### src/phy_ctl_pkg.sv
/*
 * Constants, types and register map for the transceiver control block.
 * Assumes a 125 MHz system clock; all timing counts derive from it.
 */
package phy_ctl_pkg;

   // -----------------------------------------------------------------
   // Register map (index addressing on the plain register port)
   // -----------------------------------------------------------------
   localparam int             ADDR_W             = 5;
   localparam int             DATA_W             = 16;
   localparam logic [4:0]     BCR_IDX            = 5'h00;
   localparam logic [4:0]     BSR_IDX            = 5'h01;
   localparam logic [4:0]     ADV_IDX            = 5'h04;

   localparam int             BCR_RST_BIT        = 15;
   localparam int             BCR_AN_EN_BIT      = 12;
   localparam int             BCR_PD_BIT         = 11;
   localparam int             BCR_AN_RESTART_BIT = 9;
   localparam int             BSR_PRE_SUP_BIT    = 6;
   localparam int             BSR_AN_DONE_BIT    = 5;
   localparam int             BSR_RF_BIT         = 4;
   localparam int             BSR_LINK_BIT       = 2;
   localparam int             ADV_RF_BIT         = 13;

   localparam logic           AN_EN_RST          = 1'b1;
   localparam logic [15:0]    ADV_RST            = 16'h01e1;
   localparam logic [15:0]    BSR_FIXED          = 16'h7808;

   // -----------------------------------------------------------------
   // Timing
   // -----------------------------------------------------------------
   localparam int             CLK_MHZ            = 125;
   localparam int             PULSE_W_NS         = 100;
   localparam int             NLP_PER_US         = 16000;
   localparam int             FLP_CLK_NS         = 125000;
   localparam int             FLP_DATA_NS        = 62500;
   localparam int             FLP_BURST_US       = 16000;
   localparam int             TRX_BLINK_HZ       = 10;
   localparam int             COL_BLINK_HZ       = 20;
   localparam int             FLP_LAST_BIT       = 16;

   localparam int             PULSE_W_CYC        = PULSE_W_NS * CLK_MHZ / 1000;
   localparam int             NLP_PER_CYC        = NLP_PER_US * CLK_MHZ;
   localparam int             FLP_CLK_CYC        = FLP_CLK_NS * CLK_MHZ / 1000;
   localparam int             FLP_DATA_CYC       = FLP_DATA_NS * CLK_MHZ / 1000;
   localparam int             FLP_BURST_CYC      = FLP_BURST_US * CLK_MHZ;
   localparam int             TRX_HALF_CYC       = CLK_MHZ * 1000000 / (2 * TRX_BLINK_HZ);
   localparam int             COL_HALF_CYC       = CLK_MHZ * 1000000 / (2 * COL_BLINK_HZ);

   // -----------------------------------------------------------------
   // Types
   // -----------------------------------------------------------------
   typedef struct packed {
      logic [ADDR_W-1:0] addr;
      logic [DATA_W-1:0] wdata;
      logic              wr;
      logic              rd;
   } reg_req_s;

   typedef struct packed {
      logic link_up;
      logic speed_100;
      logic rx_act;
      logic tx_act;
      logic col;
      logic an_done;
      logic partner_rf;
      logic local_fault;
   } line_status_s;

   typedef struct packed {
      logic speed;
      logic rx;
      logic tx;
      logic link;
      logic col;
   } led_s;

   typedef enum logic [4:0] {
      LP_WAIT = 5'b00001,
      LP_CLK  = 5'b00010,
      LP_HALF = 5'b00100,
      LP_DATA = 5'b01000,
      LP_REST = 5'b10000
   } lp_state_e;

endpackage

### src/phy_ctl.sv
/*
 * Transceiver control: power-down, hardware and software reset with
 * strap capture, five LEDs, management register file and link pulse
 * generation (normal and fast link pulses).
 * Assumes line status inputs come from logic on clk_sys; the reset pin
 * and LED pins are asynchronous and are synchronised here.
 */
`timescale 1ns/10ps

// How it works
// - Power-down bit 11 of control register set puts device in power-down.
// - In power-down, transmit line and all LEDs float; MII is isolated.
// - Register port keeps working during power-down.
// - Power-down ends on bit 11 clear, hardware reset or software reset.
// - Speed LED on at 100 Mb/s, off at 10 Mb/s.
// - Receive and transmit LEDs blink at 10 Hz when active without collision.
// - Link LED on whenever a valid link exists.
// - Collision LED blinks at 20 Hz during collision.
// - Writing bit 15 resets all but the strap address, self-clears, raises reset-done output.
// - Both resets restore defaults; only hardware reset recaptures strap-derived ones.
// - Straps sampled on LED pins during hardware reset; pins drive afterwards.
// - Management address comes from LED pin straps.
// - Status register bit 6 reads one for preamble suppression.
// - Accesses are answered with no preamble check, the first one included.
// - Remote fault travels in bit 13 of the link code word.
// - Local fault sets advertised remote fault bit and restarts negotiation.
// - Advertised remote fault stays set until negotiation succeeds or a write leaves bit 13 zero, then clears.
// - Partner remote fault sets remote fault status bit.
// - Normal link pulses 100 ns wide, period within 8 to 24 ms.
// - Fast pulse clocks 125 us apart, data pulse 62.5 us after clock.
// - Burst holds 17 to 33 pulses, repeating every 16 ms.
module phy_ctl #(
   parameter int NLP_PER_P   = phy_ctl_pkg::NLP_PER_CYC,
   parameter int FLP_CLK_P   = phy_ctl_pkg::FLP_CLK_CYC,
   parameter int FLP_DATA_P  = phy_ctl_pkg::FLP_DATA_CYC,
   parameter int FLP_BURST_P = phy_ctl_pkg::FLP_BURST_CYC,
   parameter int TRX_HALF_P  = phy_ctl_pkg::TRX_HALF_CYC,
   parameter int COL_HALF_P  = phy_ctl_pkg::COL_HALF_CYC
) (
   input  wire logic                      clk_sys,
   input  wire logic                      srst,
   input  wire logic                      hw_rst_pin_n,
   input  wire phy_ctl_pkg::reg_req_s     reg_req,
   output      logic [15:0]               reg_rdata_q,
   input  wire phy_ctl_pkg::line_status_s line_st,
   input  wire logic [4:0]                led_in,
   output      phy_ctl_pkg::led_s         led_out_q,
   output      logic [4:0]                led_oe_n_q,
   output      logic                      tx_pulse_q,
   output      logic                      tx_oe_n_q,
   output      logic                      mii_isolate_q,
   output      logic                      reset_done_q,
   output      logic [4:0]                phy_addr_q,
   output      logic                      an_restart_q
);
   import phy_ctl_pkg::*;

   // -----------------------------------------------------------------
   // Synchronisers and reset
   // -----------------------------------------------------------------
   logic       pin_s1_q;
   logic       pin_s2_q;
   logic [4:0] led_s1_q;
   logic [4:0] led_s2_q;
   logic       hw_rst;
   logic       sw_rst_q;
   logic       all_rst;

   always_ff @(posedge clk_sys) begin
      if (srst) begin
         pin_s1_q <= 1'b0;
         pin_s2_q <= 1'b0;
      end else begin
         pin_s1_q <= hw_rst_pin_n;
         pin_s2_q <= pin_s1_q;
      end
   end

   always_ff @(posedge clk_sys) begin
      led_s1_q <= led_in;
      led_s2_q <= led_s1_q;
   end

   // Pin is held low long enough by the board; no stretching here
   assign hw_rst  = srst | ~pin_s2_q;
   assign all_rst = hw_rst | sw_rst_q;

   // -----------------------------------------------------------------
   // Register port decode
   // -----------------------------------------------------------------
   logic bcr_wr;
   logic adv_wr;
   logic bsr_rd;

   // No preamble or power state gates the decode
   assign bcr_wr = reg_req.wr && (reg_req.addr == BCR_IDX);
   assign adv_wr = reg_req.wr && (reg_req.addr == ADV_IDX);
   assign bsr_rd = reg_req.rd && (reg_req.addr == BSR_IDX);

   always_ff @(posedge clk_sys) begin
      if (hw_rst)
         sw_rst_q <= 1'b0;
      else
         sw_rst_q <= bcr_wr && reg_req.wdata[BCR_RST_BIT];
   end

   // Reset bit self-clears: it only lives as the one-cycle sw_rst_q
   always_ff @(posedge clk_sys) begin
      if (hw_rst)
         reset_done_q <= 1'b0;
      else if (sw_rst_q)
         reset_done_q <= 1'b1;
   end

   // Straps read while the LED drivers are off during reset
   always_ff @(posedge clk_sys) begin
      if (hw_rst)
         phy_addr_q <= led_s2_q;
   end

   // -----------------------------------------------------------------
   // Control register
   // -----------------------------------------------------------------
   logic pd_q;
   logic an_en_q;

   always_ff @(posedge clk_sys) begin
      if (all_rst)
         pd_q <= 1'b0;
      else if (bcr_wr && !reg_req.wdata[BCR_RST_BIT])
         pd_q <= reg_req.wdata[BCR_PD_BIT];
   end

   always_ff @(posedge clk_sys) begin
      if (all_rst)
         an_en_q <= AN_EN_RST;
      else if (bcr_wr)
         an_en_q <= reg_req.wdata[BCR_AN_EN_BIT];
   end

   // -----------------------------------------------------------------
   // Remote fault
   // -----------------------------------------------------------------
   logic        an_done_q;
   logic        an_ok;
   logic        adv_rf_q;
   logic [15:0] adv_q;
   logic        rf_status_q;
   logic [15:0] lcw;

   always_ff @(posedge clk_sys) begin
      if (all_rst)
         an_done_q <= 1'b0;
      else
         an_done_q <= line_st.an_done;
   end

   assign an_ok = line_st.an_done & ~an_done_q;

   always_ff @(posedge clk_sys) begin
      if (all_rst)
         adv_q <= ADV_RST;
      else if (adv_wr)
         adv_q <= reg_req.wdata;
   end

   // Set wins over the clearing negotiation success
   always_ff @(posedge clk_sys) begin
      if (all_rst)
         adv_rf_q <= 1'b0;
      else if (line_st.local_fault || (adv_wr && reg_req.wdata[ADV_RF_BIT]))
         adv_rf_q <= 1'b1;
      else if (an_ok || adv_wr)
         adv_rf_q <= 1'b0;
   end

   always_ff @(posedge clk_sys) begin
      if (all_rst)
         an_restart_q <= 1'b0;
      else
         an_restart_q <= line_st.local_fault
                         || (bcr_wr && reg_req.wdata[BCR_AN_RESTART_BIT]);
   end

   // Sticky until status is read; a new fault in the read cycle is kept
   always_ff @(posedge clk_sys) begin
      if (all_rst)
         rf_status_q <= 1'b0;
      else if (line_st.partner_rf)
         rf_status_q <= 1'b1;
      else if (bsr_rd)
         rf_status_q <= 1'b0;
   end

   always_comb begin
      lcw             = adv_q;
      lcw[ADV_RF_BIT] = adv_rf_q;
   end

   // -----------------------------------------------------------------
   // Read data
   // -----------------------------------------------------------------
   logic [15:0] rd_val;

   always_comb begin
      rd_val = 16'h0000;
      if (reg_req.addr == BCR_IDX) begin
         rd_val[BCR_AN_EN_BIT] = an_en_q;
         rd_val[BCR_PD_BIT]    = pd_q;
      end else if (reg_req.addr == BSR_IDX) begin
         rd_val                  = BSR_FIXED;
         rd_val[BSR_PRE_SUP_BIT] = 1'b1;
         rd_val[BSR_AN_DONE_BIT] = line_st.an_done;
         rd_val[BSR_RF_BIT]      = rf_status_q;
         rd_val[BSR_LINK_BIT]    = line_st.link_up;
      end else if (reg_req.addr == ADV_IDX) begin
         rd_val = lcw;
      end
   end

   always_ff @(posedge clk_sys) begin
      if (hw_rst)
         reg_rdata_q <= 16'h0000;
      else
         reg_rdata_q <= reg_req.rd ? rd_val : 16'h0000;
   end

   // -----------------------------------------------------------------
   // LEDs
   // -----------------------------------------------------------------
   logic [2:0] blink_en;
   logic [2:0] blink_ph_q;

   // Index 0 receive, 1 transmit, 2 collision
   assign blink_en[0] = line_st.rx_act & ~line_st.col;
   assign blink_en[1] = line_st.tx_act & ~line_st.col;
   assign blink_en[2] = line_st.col;

   for (genvar i = 0; i < 3; i++) begin : g_blink
      localparam int HALF = (i == 2) ? COL_HALF_P : TRX_HALF_P;
      logic [31:0] cnt_q;
      // Phase restarts off, so activity shorter than one half period never lights
      always_ff @(posedge clk_sys) begin
         if (all_rst || !blink_en[i]) begin
            cnt_q         <= 32'h0000_0000;
            blink_ph_q[i] <= 1'b0;
         end else if (cnt_q == 32'(HALF - 1)) begin
            cnt_q         <= 32'h0000_0000;
            blink_ph_q[i] <= ~blink_ph_q[i];
         end else begin
            cnt_q <= cnt_q + 32'h0000_0001;
         end
      end
   end

   always_ff @(posedge clk_sys) begin
      if (all_rst) begin
         led_out_q <= '0;
      end else begin
         led_out_q.speed <= line_st.speed_100;
         led_out_q.link  <= line_st.link_up;
         led_out_q.rx    <= blink_ph_q[0];
         led_out_q.tx    <= blink_ph_q[1];
         led_out_q.col   <= blink_ph_q[2];
      end
   end

   // Released during hardware reset so straps can be read
   always_ff @(posedge clk_sys) begin
      if (hw_rst)
         led_oe_n_q <= 5'h1f;
      else
         led_oe_n_q <= {5{pd_q}};
   end

   always_ff @(posedge clk_sys) begin
      if (hw_rst) begin
         tx_oe_n_q     <= 1'b1;
         mii_isolate_q <= 1'b0;
      end else begin
         tx_oe_n_q     <= pd_q;
         mii_isolate_q <= pd_q;
      end
   end

   // -----------------------------------------------------------------
   // Link pulse generator
   // -----------------------------------------------------------------
   lp_state_e   lp_q;
   logic [31:0] tmr_q;
   logic [31:0] per_q;
   logic [4:0]  bit_q;
   logic        flp_mode;
   logic        pulses_on;
   logic [31:0] per_lim;
   logic        tx_pulse_d;

   assign flp_mode  = an_en_q & ~line_st.an_done;
   assign pulses_on = flp_mode | ~line_st.speed_100;
   assign per_lim   = flp_mode ? 32'(FLP_BURST_P) : 32'(NLP_PER_P);

   always_ff @(posedge clk_sys) begin
      if (all_rst || pd_q) begin
         lp_q  <= LP_WAIT;
         tmr_q <= 32'h0000_0000;
         per_q <= 32'h0000_0000;
         bit_q <= 5'h00;
      end else begin
         per_q <= per_q + 32'h0000_0001;
         tmr_q <= tmr_q + 32'h0000_0001;
         case (lp_q)
            LP_WAIT: begin
               // Restart skips the rest of the period
               if ((an_restart_q && flp_mode)
                   || (pulses_on && per_q >= per_lim - 32'h0000_0001)) begin
                  lp_q  <= LP_CLK;
                  tmr_q <= 32'h0000_0000;
                  per_q <= 32'h0000_0000;
                  bit_q <= 5'h00;
               end
            end
            LP_CLK: begin
               if (tmr_q == 32'(PULSE_W_CYC - 1)) begin
                  if (!flp_mode || bit_q == 5'(FLP_LAST_BIT))
                     lp_q <= LP_WAIT;
                  else
                     lp_q <= LP_HALF;
               end
            end
            LP_HALF: begin
               if (tmr_q == 32'(FLP_DATA_P - 1))
                  lp_q <= LP_DATA;
            end
            LP_DATA: begin
               if (tmr_q == 32'(FLP_DATA_P + PULSE_W_CYC - 1))
                  lp_q <= LP_REST;
            end
            LP_REST: begin
               if (tmr_q == 32'(FLP_CLK_P - 1)) begin
                  lp_q  <= LP_CLK;
                  tmr_q <= 32'h0000_0000;
                  bit_q <= bit_q + 5'h01;
               end
            end
            default: lp_q <= LP_WAIT;
         endcase
      end
   end

   // Code word goes out low bit first; only one bits get a data pulse
   assign tx_pulse_d = (lp_q == LP_CLK) || ((lp_q == LP_DATA) && lcw[bit_q[3:0]]);

   always_ff @(posedge clk_sys) begin
      if (all_rst || pd_q)
         tx_pulse_q <= 1'b0;
      else
         tx_pulse_q <= tx_pulse_d;
   end

   // -----------------------------------------------------------------
   // Checks
   // -----------------------------------------------------------------
   logic [7:0] plen_q;

   always_ff @(posedge clk_sys) begin
      if (srst || !tx_pulse_q)
         plen_q <= 8'h00;
      else
         plen_q <= plen_q + 8'h01;
   end
endmodule

### config.mk
export PLATFORM = sky130hd
export DESIGN_NAME = phy_ctl
export DESIGN_NICKNAME = d
export VERILOG_FILES = /design/src/phy_ctl_pkg.sv /design/src/phy_ctl.sv
export SDC_FILE = /design/constraint.sdc
export NUM_CORES = 1
export LEC_CHECK = 0
export ABC_AREA = 0
export BUFFER_PORTS_ARGS = -buffer_cell sky130_fd_sc_hd__buf_2
export CAP_MARGIN = 5
export CORE_MARGIN = 2
export CORE_UTILIZATION = 57
export DETAILED_ROUTE_END_ITERATION = 12
export PLACE_DENSITY = 0.83
export SLEW_MARGIN = 5
export SYNTH_ARGS = -nofsm -noshare
export SYNTH_HDL_FRONTEND = slang
export SYNTH_SLANG_ARGS = --single-unit
### constraint.sdc
create_clock -name clk_sys -period 5.17 [get_ports clk_sys]
set_input_delay 1.034 -clock clk_sys [delete_from_list [all_inputs] [get_ports clk_sys]]
set_output_delay 1.034 -clock clk_sys [all_outputs]
set_load 0.05 [all_outputs]
* Yosys cells after proc, flatten, opt, wreduce, memory -nomap -nowiden *
Index checks and enable logic that the tools add are counted.

word-level totals
  logic and storage cells = 142
  input bits = 39
  output and inout port bits = 36
  flip-flop bits (word level) = 239

cells by class
  magnitude comparators = 2
  equality and inequality tests = 20
  muxes and demuxes = 24
  $add $sub $neg = 6
  bitwise operators = 17
  reductions and logical operators = 37

operator list
  kind                   count
  $add 32x1->32 const B  5
  $mux 32                4
  $eq 32x13->1 const B   2
  $eq 32x23->1 const B   2
  $pmux 32 s2            1
  $mux 5                 7
  $eq 32x14->1 const B   1
  $eq 32x22->1 const B   1
  $eq 32x4->1 const B    1
  $ge 32x21->1 const B   1
  $mux 15                2
  $pmux 5 s5             1
  $eq 5x1->1 const B     2
  $eq 5x3->1 const B     2
  $eq 5x5->1 const B     2
  $logic_and 1x1->1      10
  $logic_or 1x1->1       10
  $ne 2x2->1 const B     5
  $not 1->1              10
  $pmux 5 s2             1
  $reduce_or 2->1        4
  $reduce_bool 2->1      3
  $add 5x1->5 const B    1
  $eq 5x2->1 const B     1
  14 further kinds       27

* Depth between registers and ports, before layout *
Gate-level depths: netlist of run 1.

  word-level depth = 7
  gate-level depth with buffers = 10
  gate-level depth less buffers = 8

* Worst setup path before layout of run 1 *
No wires, ideal clock.

  path type = in2reg
  start point = input port line_st[2] (netlist bit)
  end point = register bit_q[3]
  slack = 2406 ps
  path buffers = 1
  library setup time = 71 ps
  required time = 5099 ps
  data arrival time = 2693 ps
  stages = 8
  path through = nand2b_1 > a2111oi_4 > o221ai_2 > nand3b_2 > a21bo_4 > buf_6 > or4_1 > a21oi_1

on the way
  longest elaborated chain between the ends = 7
  elaborated cells on any way between the ends = 8
  classes of those cells = 1 x eq/ne; 3 x bitwise; 4 x reduce/logical

RTL lines
  what                            line            RTL
  start, declared                 phy_ctl.sv:45   input wire phy_ctl_pkg::line_status_s line_st,
  $not 1->1 (*)                   phy_ctl.sv:298  assign flp_mode = an_en_q & ~line_st.an_done;
  $and 1x1->1 (*)                 phy_ctl.sv:298
  $or 1x1->1                      phy_ctl.sv:299  assign pulses_on = flp_mode | ~line_st.speed_100;
  $logic_and 1x1->1               phy_ctl.sv:315  || (pulses_on && per_q >= per_lim - 32'h0000_0001)) begin
  $logic_or 1x1->1 (*)            phy_ctl.sv:315
  $ne 2x2->1 (no line) (*)        n/a
  $reduce_and 3->1 (no line) (*)  n/a
  end signal, assigned            phy_ctl.sv:342  bit_q <= bit_q + 5'h01;
  end, declared                   phy_ctl.sv:292  logic [4:0] bit_q;

Every way passes the cells marked *; elsewhere a longest branch is shown, timed or not.
A chain may end at the register's enable or synchronous reset.

* Final worst setup path of run 1 *
  start point = input port srst
  end point = register per_q[12]

on the way
  longest elaborated chain between the ends = 3

RTL lines
  what                  line            RTL
  start, declared       phy_ctl.sv:41   input wire logic srst,
  $or 1x1->1            phy_ctl.sv:85   assign hw_rst = srst | ~pin_s2_q;
  $or 1x1->1            phy_ctl.sv:86   assign all_rst = hw_rst | sw_rst_q;
  $logic_or 1x1->1      phy_ctl.sv:303  if (all_rst || pd_q) begin
  end signal, assigned  phy_ctl.sv:309  per_q <= per_q + 32'h0000_0001;
  end, declared         phy_ctl.sv:291  logic [31:0] per_q;

No other way between the ends.

==> impl_metrics.toml, run 1 <==
[layout]
drive_gt1_share_pct = 13.8
final_util_pct = 65.5
final_nets = 1213
area_delta_synth_final_pct = 13.5
stdcell_count = 1411
final_area_mm2 = 0.0112

[logic_synthesis]
synth.area.mux_share_pct = 1.34
yosys.area_share.simple_pct = 29.3
synthCells = 1102
yosys_warnings = 0
synth_top_family_by_area = "simple AND/OR/NAND/NOR gates"
synth_area_mm2 = 0.00988
yosysTopAreaCellShare_pct = 47.0
synth_compound_area_share_pct = 4.28
synthMostInstantiatedCell = "dfxtp_1"
syn_avg_cell_area_um2 = 8.97
synth-xor-area-share_pct = 12.6
syn_nets = 1149
synth-edff-count = 5
async_reset_ff_share_pct = 0
netlist_top_cells_count = "dfxtp_1 (232), nor2_1 (187), nand2_1 (102)"
synth_cell_type_count = 54
yosys_most_used_dff = "dfxtp_1"
synthTopCellsByArea = "dfxtp_1 (47%), nor2_1 (7.1%), xor2_1 (7.1%)"
synth-seq-cells = 237
yosysTopAreaCell = "dfxtp_1"
synthAdderAreaFrac_pct = 1.01
ys_seq_area_share_pct = 48.5

[route]
ant_nets = 0
via_per_inst = 5.41
top_layer = "met5"
met1_length_um = 8650
drc = 0
wl_met2_um = 9770
dr_total_vias = 7628
drt_iter0_markers = 478
dr_wl_met3_um = 1080
wl_per_cell_um = 14.2
firstDrtPassIters = 5
drt-total-wl_um = 20100

[grt]
antenna_found_initial = 2
grt.overflow.total = 0
grt_max_degree = 33
grtUsageTotal_pct = 22.0
grt_pass1_wl_um = 33300
grt_pass1_vias = 7076

[worst_setup_path]
end_kind = "register"
r2r-start = "per_q[14]"
ff2ff_setup_slack_ns = 2.46
reg2reg_depth = 6
cp_top_family = "simple AND/OR/NAND/NOR gates"
cp.required_ns = 5.60
crit_chain = "buf_2 > nor2b_1 > nand2b_1 > buf_4 > nor2_1 > nand2_1 > a21oi_1"
startpoint_type = "primary input"
r2r-end = "per_q[12]"
critical_path_arrival_ns = 3.16
max_stage_delay_ns = 0.69
crit_type = "in2reg"
slowest_stage = "nand2_1"
critPathMaxFanout = 31
critical_path_buf_inv_count = 2

[hold_path]
hold_path_class = "reg2reg"
holdPathEnd = "led_s2_q[1]"
hold_path.startpoint = "led_s1_q[1]"
min_path_cells = 0

[clocking]
clk_latency_ns = 0.52
cts_buffer_depth = 3
ctsHoldBuffers = 0
htree_levels = 1
cts_setup_buffers = 0
cts_tree = "built"
cts_made_buffers = 25
cts_root_buf = "clkbuf_16"
clkTransAtPathRegs_ns = 0.06
cts_resized = 0
cts_sinks = 237

[timing]
drv_slew = 0
hold_viol_final = 0
relSlewSlack_pct = 32.1
fin_crit_ns = 2.73
setup_viol = 0
rsz0062_at_grt = "no"
setup_ws_ns = 2.44
fin_worst_skew_ns = 0.0132
hold_ws_ns = 0.326
timing.setup.tns_ns = 0
worstMarginPinSlew_ns = 1.02
finalCritPeriodShare_pct = 52.9
fmax_mhz = 366

[placed_design]
numPortBuffers = 74
placed_area_mm2 = 0.0103
dp_slack_ns = 1.86
hpwl_um = 13800
placed_cells_incl_taps = 1364
gp_congestion = 0.814

[floorplan]
num_io_pins = 75
num_rows = 48
start_util_pct = 57.7
dieWidth_um = 136
die_h_um = 136
core-area_mm2 = 0.0171
fp.dieArea_mm2 = 0.0184

[power_and_ir_drop]
p_per_area_mw_per_mm2 = 335
peakVddDrop_mv = 0.250
leakage_nw = 3.97
p_total_mw = 3.76

[job]
cap_violations = 0

[status]
outcome = "completed"
-- kinds of logic after synthesis --
| kind of cell | count (synthesis) |
|---|---|
| adder cells (fa/ha/maj) | 8 |
| AND/OR/NAND/NOR | 580 |
| AO/OA/AOI/OAI | 66 |
| multiplexers | 7 |
| flip-flops | 237 |
| XOR/XNOR | 142 |
| buffers and inverters | 62 |
-- cell usage in the layout, fill, tap and decap left out, types with 25 or more instances in the layout --
cell / synthesis / final
buf_2: 0 / 74
dfxtp_1: 232 / 232
a21oi_1: 33 / 33
nor2_1: 187 / 187
clkbuf_16: 0 / 25
nand2_1: 102 / 102
xnor2_1: 62 / 62
nand4_1: 37 / 37
nand3_1: 64 / 64
and3_1: 35 / 35
xor2_1: 80 / 80
-- layer usage --
| layer | global-route usage, % | vias up |
|---|---|---|
| met4 | 7.52 | 2 |
| met1 | 27.3 | 3590 |
| li1 | - | 3862 |
| met3 | 4.60 | 40 |
| met5 | 0 | - |
| met2 | 38.0 | 134 |
-- power by group --
group	internal, mW	switching (mW)
Clock	1.13	0.721
Combinational	0.0191	0.0443
Sequential	1.84	0.00336
-- registers in the layout, summed over array words and instances, names as in the netlist, 15 cells and up --
name	count
per_q	32
tmr_q	32
adv_q	15
reg_rdata_q	16
g_blink.cnt_q	96
-- final cells by class --
type | count | area (um^2)
Sequential cell | 237 | 4790
Timing Repair Buffer | 76 | 385
Clock inverter | 13 | 150
Multi-Input combinational cell | 803 | 4800
Inverter | 23 | 86.3
Clock buffer | 33 | 716
Fill cell | 1406 | 5900
Tap cell | 225 | 282
Antenna cell | 1 | 2.50
-- how the worst max path moves through the flow --
stage	from	endpoint	cells past startpoint	slack, ns
2_1_floorplan	line_st[2]	bit_q[3]	8	2.41
3_3_place_gp	srst	per_q[12]	7	1.96
3_5_place_dp	srst	per_q[12]	7	1.86
4_1_cts	srst	per_q[12]	7	2.42
5_1_grt	srst	per_q[12]	7	2.16
6_report	srst	per_q[12]	7	2.44
Note: power is estimated with default switching activity, not from simulation.
==> run 2, diff against run 1 <==
--- a/config.mk
+++ b/config.mk
@@ -9,7 +9,7 @@
 export BUFFER_PORTS_ARGS = -buffer_cell sky130_fd_sc_hd__buf_2
 export CAP_MARGIN = 5
 export CORE_MARGIN = 2
-export CORE_UTILIZATION = 57
+export CORE_UTILIZATION = 54
 export DETAILED_ROUTE_END_ITERATION = 12
 export PLACE_DENSITY = 0.83
 export SLEW_MARGIN = 5
==> constraint.sdc (replaced) <==
create_clock -name clk_sys -period 2.3 [get_ports clk_sys]
set_input_delay 0.46 -clock clk_sys [delete_from_list [all_inputs] [get_ports clk_sys]]
set_output_delay 0.46 -clock clk_sys [all_outputs]
set_load 0.05 [all_outputs]
==> run 2 against run 1 <==
Effect of this change:
- the flow now finishes with violations (setup timing)
- routed wire length grew 8.6%
- critical path depth rose by 1
- clock power up 140%
- highest routed layer is now met4
- worst setup slack got worse by 2.5 ns
- sequential power is 120% higher
- via count increased by 4.7%
- die area rose by 5.4%
- combinational power rose to 2.6 times the previous value
- sequential share of layout area fell by 2.4 points
- clock skew is 0.0038 ns higher
- power grew 130%
- utilization is 0.71 points higher
==> impl_metrics.toml, run 2 (synthesized netlist as in run 1, its figures left out) <==
[status]
outcome = "finished with violations"
violations = "setup timing"

[clocking]
clkTransAtPathRegs_ns = 0.06
ctsHoldBuffers = 0
htree_levels = 1
cts_sinks = 237
clk_latency_ns = 0.52
cts_root_buf = "clkbuf_16"
cts_buffer_depth = 3
cts_made_buffers = 25
cts_tree = "built"

[route]
firstDrtPassIters = 5
drt_iter0_markers = 594
dr_total_vias = 7990
ant_nets = 0
via_per_inst = 5.43
drc = 0
wl_per_cell_um = 14.8
drt-total-wl_um = 21800

[timing]
setup_ws_ns = -0.0537
relSlewSlack_pct = 59.3
worstMarginPinSlew_ns = 0.610
finalCritPeriodShare_pct = 102
fin_worst_skew_ns = 0.0169
setup_viol = 23
rsz0062_at_grt = "yes"
fmax_mhz = 425
hold_viol_final = 0
fin_crit_ns = 2.35
timing.setup.tns_ns = -0.402
drv_slew = 0

[hold_path]
min_path_cells = 1
hold_path_class = "in2reg"

[power_and_ir_drop]
p_switching_mw = 1.79
p_per_area_mw_per_mm2 = 727
combinationalPowerShare_pct = 1.9
peakVddDrop_mv = 0.636
p_total_mw = 8.66
swShare_pct = 20.7
leakage_nw = 4.31
p_clk_share_pct = 50.2
p_int_mw = 6.87
pwr-share-seq_pct = 47.9

[floorplan]
fp.dieArea_mm2 = 0.0194
core-area_mm2 = 0.0180
num_rows = 49
die_h_um = 139
start_util_pct = 55.0
num_io_pins = 75
dieWidth_um = 139

[worst_setup_path]
cp_num_cells = 8
crit_top_cell = "or4_4"
slowest_stage = "or4_4"
startpoint_type = "register"
crit_chain = "or4_4 > or4_4 > o221ai_4 > nand3b_4 > a21bo_4 > buf_4 > o21ai_0 > a21oi_1"
cp_top_family = "simple AND/OR/NAND/NOR gates"
critical_path_buf_inv_count = 1
critical_path_arrival_ns = 2.79
max_stage_delay_ns = 0.53
end_kind = "register"
critPathMaxFanout = 5
cp.required_ns = 2.74
reg2reg_depth = 8
crit_type = "reg2reg"

[layout]
mostFrequentLayoutCells = "dfxtp_1 (229), nor2_1 (179), nand2_1 (101)"
largest_reg_flops = 96
multi_input_area_mm2 = 0.00500
regMostFlops = "g_blink.cnt_q"
register_area_mm2 = 0.00480
final_nets = 1269
area_delta_synth_final_pct = 20.5
final_common_cell = "dfxtp_1"
n_fill_cell = 1383
drive_gt1_share_pct = 20.0
top_regs = "g_blink.cnt_q: 96 flops, per_q: 32 flops, tmr_q: 32 flops"
final_util_pct = 66.3

[grt]
grt_max_degree = 33
antenna_found_initial = 3
grt.overflow.total = 0
grt_pass1_vias = 7675
grtUsageTotal_pct = 21.9
grt_pass1_wl_um = 35900

[placed_design]
hpwl_um = 14800
numPortBuffers = 74
gp_congestion = 0.872
dp_slack_ns = -0.107

[job]
cap_violations = 0
[run 2: through the flow]
stage / cells / hold WS [ns] / instance area, um^2
finish: 1472 / 0.0507 / 11900
global route: 1471 / 0.0281 / 11900
CTS: 1467 / 0.0321 / 11700
detailed placement: 1420 / 0.317 / 10800
global placement: 1420 / 0.310 / 10800
floorplan: 1102 / 0.310 / 9880
[run 2: timing repair]
action | 4_1_cts | 5_1_grt
gates resized for setup | 7 | 35
cloned | 2 | 0
pin swaps | 3 | 14
setup endpoints to repair | 33 | 54
setup buffers | 0 | 2
hold endpoints to repair | 0 | 0
[run 2: area by class of cell]
class                   count  share of cell area (%)
multi-input cells         805                    42.0
flip-flops and latches    237                    40.3
repair buffers            130                    6.89
clock buffers              25                    5.26
well taps                 229                    2.41
clock inverters            20                    2.29
inverters                  23                   0.725
diodes                      3                  0.0631
[run 2: per-layer routing]
metal	share of wire [%]	vias up	GRT usage (%)
met2	49	173	36.9
li1	-	3991	-
met5	0	-	0
met3	4.4	39	3.75
met1	44	3787	28.1
met4	2.4	0	8.45
[run 2: final timing paths]
path	from	to	slack (ns)
worst min-delay path	led_in[2]	led_s1_q[2]	0.05
worst max-delay path	per_q[14]	bit_q[2]	-0.05
worst max register to register	per_q[14]	bit_q[2]	-0.05
worst min register to register	led_s1_q[1]	led_s2_q[1]	0.33
[run 2: worst reg2reg max path: cells and delay by family, from the launching register on]
family | cells | cell delay (ns)
flip-flops | 1 | 0.33
AND/OR/NAND/NOR | 3 | 1.09
buffers and inverters | 1 | 0.15
AO/OA/AOI/OAI | 4 | 0.72
[run 2: power by group through the flow]
stage	Combinational [mW]	Sequential [mW]	Clock [mW]
6_report	0.163	4.15	4.35
5_1_grt	0.172	4.15	4.59
4_1_cts	0.158	4.15	4.41
3_5_place_dp	0.155	4.24	0
3_3_place_gp	0.153	4.24	0
2_1_floorplan	0.0550	4.27	0
